--- src/rtl/pib_defines.svh ---
`ifndef PIB_DEFINES_SVH
`define PIB_DEFINES_SVH

`define PIB_ADDR_W 8
`define PIB_REG_BRIDGE_CTRL 8'h52
`define PIB_REG_IDE_TIMING 8'h43
`define PIB_REG_STATUS 8'h60
`define PIB_BRIDGE_CTRL_RST 8'h00
`define PIB_IDE_TIMING_RST 8'h00
`define PIB_BIT_LATCH_EN 7
`define PIB_BIT_SLOT_AEN 6
`define PIB_BIT_BUF_EN 4
`define PIB_BIT_HOT_INS 3
`define PIB_IDE0_LO 0
`define PIB_IDE0_HI 3
`define PIB_IDE1_LO 4
`define PIB_IDE1_HI 7
`define PIB_CLK_PERIOD_NS 5
`define PIB_CLKRUN_HOLD_NS 10
`define PIB_CLKRUN_HOLD_CYC ((`PIB_CLKRUN_HOLD_NS + `PIB_CLK_PERIOD_NS - 1) / `PIB_CLK_PERIOD_NS)
`define PIB_CNT_W 4
`define PIB_DACK_RST 8'hFF
`define PIB_DACK_OE_IDLE 8'h10
`define PIB_DACK_CODE_HI 2
`define PIB_DACK_EXTRA_PCI_REQUEST0_N 3
`define PIB_DACK_EXTRA_PCI_GRANT0_N 5
`define PIB_DACK_REQ1 6
`define PIB_DACK_GNT1 7

`endif

--- src/rtl/pib_pkg.sv ---
package pib_pkg;

	typedef enum logic [1:0] {
		PIB_CR_IDLE = 2'b00,
		PIB_CR_DRIVE = 2'b01,
		PIB_CR_WAIT = 2'b10
	} pib_clkrun_t;

	typedef struct packed {
		logic [7:0] bridge_ctrl;
		logic [7:0] ide_timing;
		logic [7:0] rdata;
		pib_clkrun_t cr_state;
		logic [3:0] cr_count;
		logic clkrun_oe_n;
		logic ad_oe_n;
		logic cbe_oe_n;
		logic par_oe_n;
		logic frame_oe_n;
		logic irdy_oe_n;
		logic trdy_oe_n;
		logic stop_oe_n;
		logic devsel_oe_n;
		logic perr_oe_n;
		logic serr_oe_n;
		logic lock_oe_n;
		logic drive_low;
		logic req_n;
		logic bus_owned;
		logic sa_oe_n;
		logic [15:0] sa_low_out;
		logic rstdrv_pin;
		logic hot_drive_insert_n;
		logic chan_check_n;
		logic ide_cable0_dma_request;
		logic ide_cable1_dma_request;
		logic no_wait_n;
		logic dreq7;
		logic strobe0_pin;
		logic strobe1_pin;
		logic strobe_oe_n;
		logic [7:0] dack_out_n;
		logic [7:0] dack_oe_n;
		logic aen_pin;
		logic extra_pci_request0_n;
		logic extra_pci_request1_n;
	} pib_state_t;

endpackage

--- src/rtl/pib_strap_sense.sv ---
`timescale 1ns/1ps
`default_nettype none

module pib_strap_sense #(
	parameter int WIDTH = 1
) (
	input wire logic clk,
	input wire logic resetn,
	input wire logic [WIDTH-1:0] strap_in,
	output logic [WIDTH-1:0] strap_out,
	output logic done
);

	// Caught on the first edge after release, never under reset
	always_ff @(posedge clk) begin
		if (!resetn) begin
			strap_out <= '0;
			done <= 1'b0;
		end else if (!done) begin
			strap_out <= strap_in;
			done <= 1'b1;
		end
	end

endmodule // pib_strap_sense

`default_nettype wire

--- src/rtl/pib_pin_control.sv ---
// Behaviour
// - Address phase: AD input for outside master
// - Data phase: AD input on writes in, own reads
// - Command/byte enables driven except outside master cycle
// - Clock-run held low to keep or restart clock
// - Parity input on incoming address/write, own reads
// - Frame and initiator-ready driven only when mastering
// - Target-ready driven for outside access to ISA/config
// - Stop driven as target to end transaction
// - Device-select driven only when claiming access
// - Config space open only with ID select
// - Parity-error driven on target writes, own reads
// - System-error pulled low on address parity, special-cycle data parity or fatal errors
// - Lock line never driven, always input
// - Bus request for DMA memory or driveback
// - ISA address driven unless outside ISA master outside a power latch cycle
// - Low ISA address carries power latch bits
// - Control bit 7 makes reset pin latch enable
// - Control bit 3 makes channel check hot-insert
// - IDE byte low nibble makes no-wait cable-0 request
// - IDE byte high nibble makes DMA7 cable-1 request
// - Control bit 4 makes strobes buffer enables
// - Drive-read strap selects extended acknowledge mode
`timescale 1ns/1ps
`default_nettype none
`include "pib_defines.svh"

module pib_pin_control (
	input wire logic clk,
	input wire logic resetn,
	input wire logic [7:0] reg_addr,
	input wire logic [7:0] reg_wdata,
	input wire logic reg_wr,
	input wire logic reg_rd,
	output logic [7:0] reg_rdata,
	input wire logic idsel,
	input wire logic pci_addr_phase,
	input wire logic pci_data_phase,
	input wire logic ext_master_cycle,
	input wire logic ext_write,
	input wire logic own_master_cycle,
	input wire logic own_read,
	input wire logic target_isa_or_cfg,
	input wire logic target_claim_pos,
	input wire logic target_claim_sub,
	input wire logic target_stop_req,
	input wire logic data_parity_err,
	input wire logic addr_parity_err,
	input wire logic special_cycle,
	input wire logic fatal_err,
	input wire logic dma_mem_need,
	input wire logic driveback_need,
	input wire logic gnt_n,
	input wire logic clkrun_in_n,
	input wire logic clock_keep_req,
	input wire logic isa_ext_master,
	input wire logic power_latch_cycle,
	input wire logic [15:0] power_latch_bits,
	input wire logic [15:0] isa_addr_low,
	input wire logic isa_reset_drive,
	input wire logic power_latch_enable,
	input wire logic chck_pin_n,
	input wire logic nows_pin_n,
	input wire logic drq7_pin,
	input wire logic drive_read_strobe_n,
	input wire logic drive_write_strobe_n,
	input wire logic ide_cable0_buffer_en_n,
	input wire logic ide_cable1_buffer_en_n,
	input wire logic drive_read_pin_in,
	input wire logic [7:0] dack_n,
	input wire logic [2:0] encoded_ack,
	input wire logic [7:0] dack_pin_in,
	input wire logic extra_pci_grant0_n,
	input wire logic extra_pci_grant1_n,
	input wire logic aen_in,
	input wire logic slot1_address_enable,
	input wire logic slot2_address_enable,
	input wire logic slot3_address_enable,
	output logic clkrun_oe_n,
	output logic ad_oe_n,
	output logic cbe_oe_n,
	output logic par_oe_n,
	output logic frame_oe_n,
	output logic irdy_oe_n,
	output logic trdy_oe_n,
	output logic stop_oe_n,
	output logic devsel_oe_n,
	output logic perr_oe_n,
	output logic perr_out_n,
	output logic serr_oe_n,
	output logic serr_out_n,
	output logic lock_oe_n,
	output logic req_n,
	output logic bus_owned,
	output logic sa_oe_n,
	output logic [15:0] sa_low_out,
	output logic rstdrv_pin,
	output logic hot_drive_insert_n,
	output logic chan_check_n,
	output logic ide_cable0_dma_request,
	output logic ide_cable1_dma_request,
	output logic no_wait_n,
	output logic dreq7,
	output logic strobe0_pin,
	output logic strobe1_pin,
	output logic strobe_oe_n,
	output logic [7:0] dack_out_n,
	output logic [7:0] dack_oe_n,
	output logic aen_pin,
	output logic extra_pci_request0_n,
	output logic extra_pci_request1_n,
	output logic extended_mode,
	output logic strap_done
);

	localparam logic [3:0] HOLD_CYC = 4'(`PIB_CLKRUN_HOLD_CYC);

	pib_pkg::pib_state_t s_reg;
	pib_pkg::pib_state_t s_next;
	logic ext_mode_w;
	logic strap_done_w;
	logic slot_mode;
	logic cfg_wr;
	logic cfg_rd;

	// Strap pin floats while sensed; drive strobe stays released until done
	pib_strap_sense #(
		.WIDTH(1)
	) u_strap (
		.clk(clk),
		.resetn(resetn),
		.strap_in(drive_read_pin_in),
		.strap_out(ext_mode_w),
		.done(strap_done_w)
	);

	assign slot_mode = s_reg.bridge_ctrl[`PIB_BIT_SLOT_AEN];
	assign cfg_wr = reg_wr && idsel;
	assign cfg_rd = reg_rd && idsel;

	always_comb begin
		s_next = s_reg;
		if (cfg_wr && reg_addr == `PIB_REG_BRIDGE_CTRL) begin
			s_next.bridge_ctrl = reg_wdata;
		end
		if (cfg_wr && reg_addr == `PIB_REG_IDE_TIMING) begin
			s_next.ide_timing = reg_wdata;
		end
		s_next.rdata = 8'h00;
		if (cfg_rd) begin
			case (reg_addr)
				`PIB_REG_BRIDGE_CTRL: s_next.rdata = s_reg.bridge_ctrl;
				`PIB_REG_IDE_TIMING: s_next.rdata = s_reg.ide_timing;
				`PIB_REG_STATUS: s_next.rdata = {strap_done_w, ext_mode_w, s_reg.cr_state,
					s_reg.bus_owned, s_reg.req_n, s_reg.clkrun_oe_n, s_reg.sa_oe_n};
				default: s_next.rdata = 8'h00;
			endcase
		end

		// Clock stop hold-off or restart request
		case (s_reg.cr_state)
			pib_pkg::PIB_CR_IDLE: begin
				if (clock_keep_req && clkrun_in_n) begin
					s_next.cr_state = pib_pkg::PIB_CR_DRIVE;
					s_next.cr_count = HOLD_CYC - 4'h1;
				end
			end
			pib_pkg::PIB_CR_DRIVE: begin
				if (s_reg.cr_count == 4'h0) begin
					s_next.cr_state = pib_pkg::PIB_CR_WAIT;
				end else begin
					s_next.cr_count = s_reg.cr_count - 4'h1;
				end
			end
			pib_pkg::PIB_CR_WAIT: begin
				// Wait for the host to own the line again before a new request
				if (!clkrun_in_n) begin
					s_next.cr_state = pib_pkg::PIB_CR_IDLE;
				end
			end
			default: s_next.cr_state = pib_pkg::PIB_CR_IDLE;
		endcase
		s_next.clkrun_oe_n = (s_next.cr_state != pib_pkg::PIB_CR_DRIVE);

		if (pci_addr_phase) begin
			s_next.ad_oe_n = ext_master_cycle;
		end else if (pci_data_phase) begin
			s_next.ad_oe_n = (ext_master_cycle && ext_write) || (own_master_cycle && own_read);
		end else begin
			s_next.ad_oe_n = 1'b0;
		end
		s_next.cbe_oe_n = ext_master_cycle;
		s_next.par_oe_n = (ext_master_cycle && (pci_addr_phase || (pci_data_phase && ext_write)))
			|| (own_master_cycle && own_read && pci_data_phase);
		s_next.frame_oe_n = !own_master_cycle;
		s_next.irdy_oe_n = !own_master_cycle;
		s_next.trdy_oe_n = !(ext_master_cycle && target_isa_or_cfg);
		s_next.stop_oe_n = !(ext_master_cycle && target_stop_req);
		s_next.devsel_oe_n = !(ext_master_cycle && (target_claim_pos || target_claim_sub));
		s_next.perr_oe_n = !(data_parity_err && pci_data_phase && !special_cycle
			&& ((ext_master_cycle && ext_write) || (own_master_cycle && own_read)));
		s_next.serr_oe_n = !(addr_parity_err || (data_parity_err && special_cycle) || fatal_err);
		s_next.lock_oe_n = 1'b1;
		s_next.drive_low = 1'b0;
		s_next.req_n = !(dma_mem_need || driveback_need);
		s_next.bus_owned = !gnt_n;

		s_next.sa_oe_n = isa_ext_master && !power_latch_cycle;
		s_next.sa_low_out = power_latch_cycle ? power_latch_bits : isa_addr_low;
		s_next.rstdrv_pin = s_reg.bridge_ctrl[`PIB_BIT_LATCH_EN] ? power_latch_enable : isa_reset_drive;
		if (s_reg.bridge_ctrl[`PIB_BIT_HOT_INS]) begin
			s_next.hot_drive_insert_n = chck_pin_n;
			s_next.chan_check_n = 1'b1;
		end else begin
			s_next.hot_drive_insert_n = 1'b1;
			s_next.chan_check_n = chck_pin_n;
		end
		if (|s_reg.ide_timing[`PIB_IDE0_HI:`PIB_IDE0_LO]) begin
			s_next.ide_cable0_dma_request = !nows_pin_n;
			s_next.no_wait_n = 1'b1;
		end else begin
			s_next.ide_cable0_dma_request = 1'b0;
			s_next.no_wait_n = nows_pin_n;
		end
		if (|s_reg.ide_timing[`PIB_IDE1_HI:`PIB_IDE1_LO]) begin
			s_next.ide_cable1_dma_request = drq7_pin;
			s_next.dreq7 = 1'b0;
		end else begin
			s_next.ide_cable1_dma_request = 1'b0;
			s_next.dreq7 = drq7_pin;
		end
		if (s_reg.bridge_ctrl[`PIB_BIT_BUF_EN]) begin
			s_next.strobe0_pin = ide_cable0_buffer_en_n;
			s_next.strobe1_pin = ide_cable1_buffer_en_n;
		end else begin
			s_next.strobe0_pin = drive_read_strobe_n;
			s_next.strobe1_pin = drive_write_strobe_n;
		end
		s_next.strobe_oe_n = !strap_done_w;

		// Pin 4 of the acknowledge group does not exist and stays released
		s_next.dack_out_n = dack_n;
		s_next.dack_oe_n = `PIB_DACK_OE_IDLE;
		s_next.extra_pci_request0_n = 1'b1;
		s_next.extra_pci_request1_n = 1'b1;
		if (ext_mode_w) begin
			s_next.dack_out_n[`PIB_DACK_CODE_HI:0] = encoded_ack;
			s_next.dack_oe_n[`PIB_DACK_EXTRA_PCI_REQUEST0_N] = 1'b1;
			s_next.dack_out_n[`PIB_DACK_EXTRA_PCI_REQUEST0_N] = 1'b1;
			s_next.dack_out_n[`PIB_DACK_EXTRA_PCI_GRANT0_N] = extra_pci_grant0_n;
			s_next.dack_oe_n[`PIB_DACK_REQ1] = 1'b1;
			s_next.dack_out_n[`PIB_DACK_REQ1] = 1'b1;
			s_next.dack_out_n[`PIB_DACK_GNT1] = extra_pci_grant1_n;
			s_next.extra_pci_request0_n = dack_pin_in[`PIB_DACK_EXTRA_PCI_REQUEST0_N];
			s_next.extra_pci_request1_n = slot_mode ? 1'b1 : dack_pin_in[`PIB_DACK_REQ1];
		end
		s_next.aen_pin = aen_in;
		if (slot_mode) begin
			s_next.aen_pin = slot1_address_enable;
			s_next.dack_out_n[`PIB_DACK_GNT1] = slot2_address_enable;
			s_next.dack_out_n[`PIB_DACK_REQ1] = slot3_address_enable;
			s_next.dack_oe_n[`PIB_DACK_REQ1] = 1'b0;
		end

		if (!resetn) begin
			s_next = '0;
			s_next.bridge_ctrl = `PIB_BRIDGE_CTRL_RST;
			s_next.ide_timing = `PIB_IDE_TIMING_RST;
			s_next.cr_state = pib_pkg::PIB_CR_IDLE;
			s_next.clkrun_oe_n = 1'b1;
			s_next.ad_oe_n = 1'b1;
			s_next.cbe_oe_n = 1'b1;
			s_next.par_oe_n = 1'b1;
			s_next.frame_oe_n = 1'b1;
			s_next.irdy_oe_n = 1'b1;
			s_next.trdy_oe_n = 1'b1;
			s_next.stop_oe_n = 1'b1;
			s_next.devsel_oe_n = 1'b1;
			s_next.perr_oe_n = 1'b1;
			s_next.serr_oe_n = 1'b1;
			s_next.lock_oe_n = 1'b1;
			s_next.req_n = 1'b1;
			s_next.sa_oe_n = 1'b1;
			s_next.hot_drive_insert_n = 1'b1;
			s_next.chan_check_n = 1'b1;
			s_next.no_wait_n = 1'b1;
			s_next.strobe0_pin = 1'b1;
			s_next.strobe1_pin = 1'b1;
			s_next.strobe_oe_n = 1'b1;
			s_next.dack_out_n = `PIB_DACK_RST;
			s_next.dack_oe_n = `PIB_DACK_RST;
			s_next.extra_pci_request0_n = 1'b1;
			s_next.extra_pci_request1_n = 1'b1;
		end
	end

	always_ff @(posedge clk) begin
		s_reg <= s_next;
	end

	assign reg_rdata = s_reg.rdata;
	assign clkrun_oe_n = s_reg.clkrun_oe_n;
	assign ad_oe_n = s_reg.ad_oe_n;
	assign cbe_oe_n = s_reg.cbe_oe_n;
	assign par_oe_n = s_reg.par_oe_n;
	assign frame_oe_n = s_reg.frame_oe_n;
	assign irdy_oe_n = s_reg.irdy_oe_n;
	assign trdy_oe_n = s_reg.trdy_oe_n;
	assign stop_oe_n = s_reg.stop_oe_n;
	assign devsel_oe_n = s_reg.devsel_oe_n;
	assign perr_oe_n = s_reg.perr_oe_n;
	assign perr_out_n = s_reg.drive_low;
	assign serr_oe_n = s_reg.serr_oe_n;
	assign serr_out_n = s_reg.drive_low;
	assign lock_oe_n = s_reg.lock_oe_n;
	assign req_n = s_reg.req_n;
	assign bus_owned = s_reg.bus_owned;
	assign sa_oe_n = s_reg.sa_oe_n;
	assign sa_low_out = s_reg.sa_low_out;
	assign rstdrv_pin = s_reg.rstdrv_pin;
	assign hot_drive_insert_n = s_reg.hot_drive_insert_n;
	assign chan_check_n = s_reg.chan_check_n;
	assign ide_cable0_dma_request = s_reg.ide_cable0_dma_request;
	assign ide_cable1_dma_request = s_reg.ide_cable1_dma_request;
	assign no_wait_n = s_reg.no_wait_n;
	assign dreq7 = s_reg.dreq7;
	assign strobe0_pin = s_reg.strobe0_pin;
	assign strobe1_pin = s_reg.strobe1_pin;
	assign strobe_oe_n = s_reg.strobe_oe_n;
	assign dack_out_n = s_reg.dack_out_n;
	assign dack_oe_n = s_reg.dack_oe_n;
	assign aen_pin = s_reg.aen_pin;
	assign extra_pci_request0_n = s_reg.extra_pci_request0_n;
	assign extra_pci_request1_n = s_reg.extra_pci_request1_n;
	assign extended_mode = ext_mode_w;
	assign strap_done = strap_done_w;

	addr_phase_dir_a: assert property (@(posedge clk) disable iff (!resetn)
		pci_addr_phase |=> (ad_oe_n == $past(ext_master_cycle)))
		else $error("AD direction wrong in address phase");

	cbe_dir_a: assert property (@(posedge clk) disable iff (!resetn)
		ext_master_cycle ##1 !ext_master_cycle |-> cbe_oe_n ##1 !cbe_oe_n)
		else $error("Byte enables not released to outside master");

	clkrun_hold_a: assert property (@(posedge clk) disable iff (!resetn)
		$fell(clkrun_oe_n) |-> !clkrun_oe_n[*2] ##1 clkrun_oe_n)
		else $error("Clock-run drive length wrong");

	frame_only_master_a: assert property (@(posedge clk) disable iff (!resetn)
		!frame_oe_n |-> $past(own_master_cycle) && !irdy_oe_n)
		else $error("Frame driven while not mastering");

	devsel_claim_a: assert property (@(posedge clk) disable iff (!resetn)
		(ext_master_cycle && (target_claim_pos || target_claim_sub)) |=> !devsel_oe_n)
		else $error("Device select not driven on claim");

	cfg_gate_a: assert property (@(posedge clk) disable iff (!resetn)
		(reg_wr && !idsel && reg_addr == `PIB_REG_BRIDGE_CTRL) |=> $stable(s_reg.bridge_ctrl))
		else $error("Config write without ID select");

	perr_special_a: assert property (@(posedge clk) disable iff (!resetn)
		special_cycle |=> perr_oe_n)
		else $error("Parity error driven in special cycle");

	serr_low_a: assert property (@(posedge clk) disable iff (!resetn)
		!serr_oe_n |-> !serr_out_n && $past(addr_parity_err || fatal_err || (data_parity_err && special_cycle)))
		else $error("System error driven without cause");

	lock_input_a: assert property (@(posedge clk) disable iff (!resetn)
		lock_oe_n)
		else $error("Lock line driven");

	req_cause_a: assert property (@(posedge clk) disable iff (!resetn)
		(dma_mem_need || driveback_need) |=> !req_n)
		else $error("Bus request missing");

	latch_mux_a: assert property (@(posedge clk) disable iff (!resetn)
		power_latch_cycle |=> sa_low_out == $past(power_latch_bits) && !sa_oe_n)
		else $error("Power latch bits not on address");

	slot_aen_a: assert property (@(posedge clk) disable iff (!resetn)
		(slot_mode && $stable(slot_mode)) |=> aen_pin == $past(slot1_address_enable))
		else $error("Slot address enable not routed");

endmodule // pib_pin_control

`default_nettype wire

--- config.mk ---
export PLATFORM = sky130hd
export DESIGN_NAME = pib_pin_control
export DESIGN_NICKNAME = d
export VERILOG_FILES = /design/src/rtl/pib_pkg.sv /design/src/rtl/pib_strap_sense.sv /design/src/rtl/pib_pin_control.sv
export VERILOG_INCLUDE_DIRS = /design/src /design/src/rtl
export SDC_FILE = /design/constraint.sdc
export NUM_CORES = 1
export LEC_CHECK = 0
export ABC_AREA = 1
export BUFFER_PORTS_ARGS = -buffer_cell sky130_fd_sc_hd__buf_2
export CORE_AREA = 2 2 101 94
export CTS_CLUSTER_SIZE = 16
export DETAILED_ROUTE_END_ITERATION = 16
export DIE_AREA = 0 0 103 96
export PLACE_DENSITY_LB_ADDON = 0.3
export SLEW_MARGIN = 0
export SYNTH_ARGS = -nofsm -noshare
export SYNTH_HDL_FRONTEND = slang
export SYNTH_SLANG_ARGS = --single-unit
export TNS_END_PERCENT = 20
--- constraint.sdc ---
create_clock -name clk -period 1.3 [get_ports clk]
set_clock_uncertainty 0.1 [all_clocks]
set_input_delay 0.13 -clock clk [delete_from_list [all_inputs] [get_ports clk]]
set_output_delay 0.13 -clock clk [all_outputs]
set_load 0.03 [all_outputs]
==> impl_metrics.tcl <==
set metrics [dict create \
    core-area_sq_um 8840 \
    die_height_microns 96 \
    multi_input_area_sq_um 1340 \
    vias 3763 \
    io_buffers 170 \
    whs_ns 0.0281 \
    ios 181 \
    cts_buffer_depth 2 \
    gr-total-overflow 0 \
    antenna_found_initial 0 \
    clkTransAtPathRegs_ns 0.08 \
    dr.pass1.iters 6 \
    p_leak_nw 2.70 \
    initial_core_util_pct 40.0 \
    rows 33 \
    ant_nets 0 \
    crit_fanout 5 \
    cts_tree "done" \
    die-area_sq_um 9890 \
    ir_worst_vdd_v 0.000532 \
    grt_setup_unrepaired "true" \
    routed_wl_mm 10.6 \
    max_clock_freq_mhz 793 \
    ys_ff_latch 85 \
    cp_slowest_cell "dfxtp_1" \
    period_needed_ns 1.26 \
    grt_max_degree 18 \
    final.setup.tns_ns 0 \
    htreeDepth 3 \
    reg2reg_setup_slack_ns 0.07 \
    drv_slew 0 \
    setup_viol 0 \
    critical_path_class "reg2out" \
    drtIter0Drc 137 \
    clkSinkCount 85 \
    ys_seq_area_share_pct 48.1 \
    grt_pass1_wl_mm 16.3 \
    syn_inst 456 \
    max_stage_delay_ns 0.36 \
    arrival_ns 1.03 \
    hold_viol_final 0 \
    setup_ws_ns 0.0390 \
    synth_area_sq_um 3540 \
    route.detailed.drc 0 \
    nets 804 \
    path_buf_inv 2 \
    regArea_sq_um 1700 \
    powerDensity_nw_per_um2 1040 \
    drive_gt1_share_pct 33.6 \
    ctsRootBufferMaster "clkbuf_8" \
    cp_top_family "flip-flops" \
    pre_cts_slack_ns -0.0241 \
    layout_common_cells "buf_2 (169), dlygate4sd3_1 (87), dfxtp_1 (83)" \
    yosys_warnings 0 \
    gp_congestion 0.914 \
    via_per_inst 4.59 \
    min_path_type "in2reg" \
    total_power_mw 5.67 \
    grt_pass1_vias 3687 \
    n_fill_cell 789 \
    insertion_delay_ns 0.34 \
    post-cts-setup-buffer-count 0 \
    cts-buffers-inserted 9 \
    drv_cap 0 \
    end_kind "output pin" \
    drt-wirelength-per-cell_microns 13.0 \
    antenna_cells 0 \
    status "completed" \
    largest_reg_flops 22 \
    synth_area_per_cell_sq_um 7.75 \
    fin_util_pct 61.5 \
    syn_to_final_growth_pct 53.7 \
    start_kind "flop" \
    layout_commonest_cell "buf_2" \
    period_share_pct 97.0 \
    cp_cell_sequence "buf_4, clkbuf_4" \
    synth_cell_type_count 31 \
    die_w_microns 103 \
    dp_hpwl_mm 6.91 \
    crit_required_ns 1.07 \
    track_usage_pct 21.6 \
]
[final cells by class]
cell class | instances | share of cell area, %
Timing Repair Buffer | 279 | 34.9
Sequential cell | 85 | 31.4
Inverter | 40 | 2.76
Clock inverter | 4 | 0.898
Tap cell | 122 | 2.81
Multi-Input combinational cell | 278 | 24.7
Clock buffer | 11 | 2.60
[cells in the mapped netlist]
cell type | number | area share (%)
dfxtp_1 | 85 | 48
nand2_1 | 78 | 8.3
nor2_1 | 75 | 8.0
nand3_1 | 47 | 6.7
buf_4 | 44 | 9.3
inv_1 | 34 | 3.6
o21ai_0 | 25 | 3.5
a21oi_1 | 14 | 2.0
clkbuf_1 | 6 | 0.64
inv_2 | 5 | 0.53
buf_2 | 4 | 0.57
nand2_2 | 4 | 0.71
nor2_2 | 4 | 0.71
nor3_1 | 4 | 0.57
o22a_1 | 4 | 0.99
nand4_1 | 3 | 0.53
or2_2 | 3 | 0.53
conb_1 | 2 | 0.21
ha_1 | 2 | 0.71
nor2_8 | 2 | 1.1
a211o_1 | 1 | 0.25
a22o_1 | 1 | 0.25
a31oi_1 | 1 | 0.18
buf_6 | 1 | 0.32
clkinv_1 | 1 | 0.11
nand3_4 | 1 | 0.50
nor2_4 | 1 | 0.32
nor4_1 | 1 | 0.18
o21a_1 | 1 | 0.21
o31ai_1 | 1 | 0.21
or3_1 | 1 | 0.18
[worst register-to-register path, stage by stage (launching register included)]
cell and delay (ns):
dfxtp_2 0.33, inv_2 0.08, ha_4 0.13, nand3_2 0.08
nand2_2 0.10, nand2_4 0.09, nand2_4 0.07, inv_2 0.04
nand2_1 0.04, o21ai_0 0.06
[routing by layer]
layer	up-vias	global-route usage (%)	part of all wire [%]
li1	1873	-	-
met1	1703	22.8	39
met2	156	40.2	52
met3	31	4.79	6.2
met4	0	11.1	3.4
met5	-	0	0
[path summary, 6_finish.rpt]
| kind | end | start | cells after the start |
|---|---|---|---|
| setup / recovery | extended_mode | u_strap.strap_out$_SDFFE_PN0N_ | 2 |
| hold / removal | perr_oe_n$_SDFF_PN1_ | ext_write | 3 |
| setup reg to reg | s_reg[62]$_SDFFE_PN0P_ | s_reg[61]$_SDFFE_PN0P_ | 9 |
| hold reg to reg | strobe_oe_n$_SDFF_PN1_ | u_strap.done$_DFF_P_ | 1 |
[cell families (layout without fill, tap and decap cells)]
| group | count (synthesis) | after routing | share of synthesized area, % |
|---|---|---|---|
| compound gates | 48 | 48 | 7.61 |
| fa+ha+maj | 2 | 2 | 0.708 |
| buf+inv | 95 | 334 | 15.1 |
| flops | 85 | 85 | 48.1 |
| other cells | 2 | 4 | 0.212 |
| simple gates | 224 | 224 | 28.2 |
[where the power goes]
group          internal, mW  switching, mW
registers              2.72         0.0399
clock network         0.928          0.878
logic                 0.495          0.617
total                  4.14           1.53
[metrics by stage]
| stage | cell area, sq um | std cells |
|---|---|---|
| 2_1_floorplan | 3540 | 458 |
| 3_3_place_gp | 4320 | 716 |
| 3_5_place_dp | 4320 | 716 |
| 4_1_cts | 5390 | 819 |
| 5_1_grt | 5430 | 819 |
| 6_report | 5430 | 819 |
[timing repair]
item,4_1_cts,5_1_grt
hold buffers,88,0
endpoints found under the setup margin,3,9
gates resized for setup,1,15
hold endpoints to repair,65,0
pin swaps,0,3
Note: power is estimated with default switching activity, not from simulation.
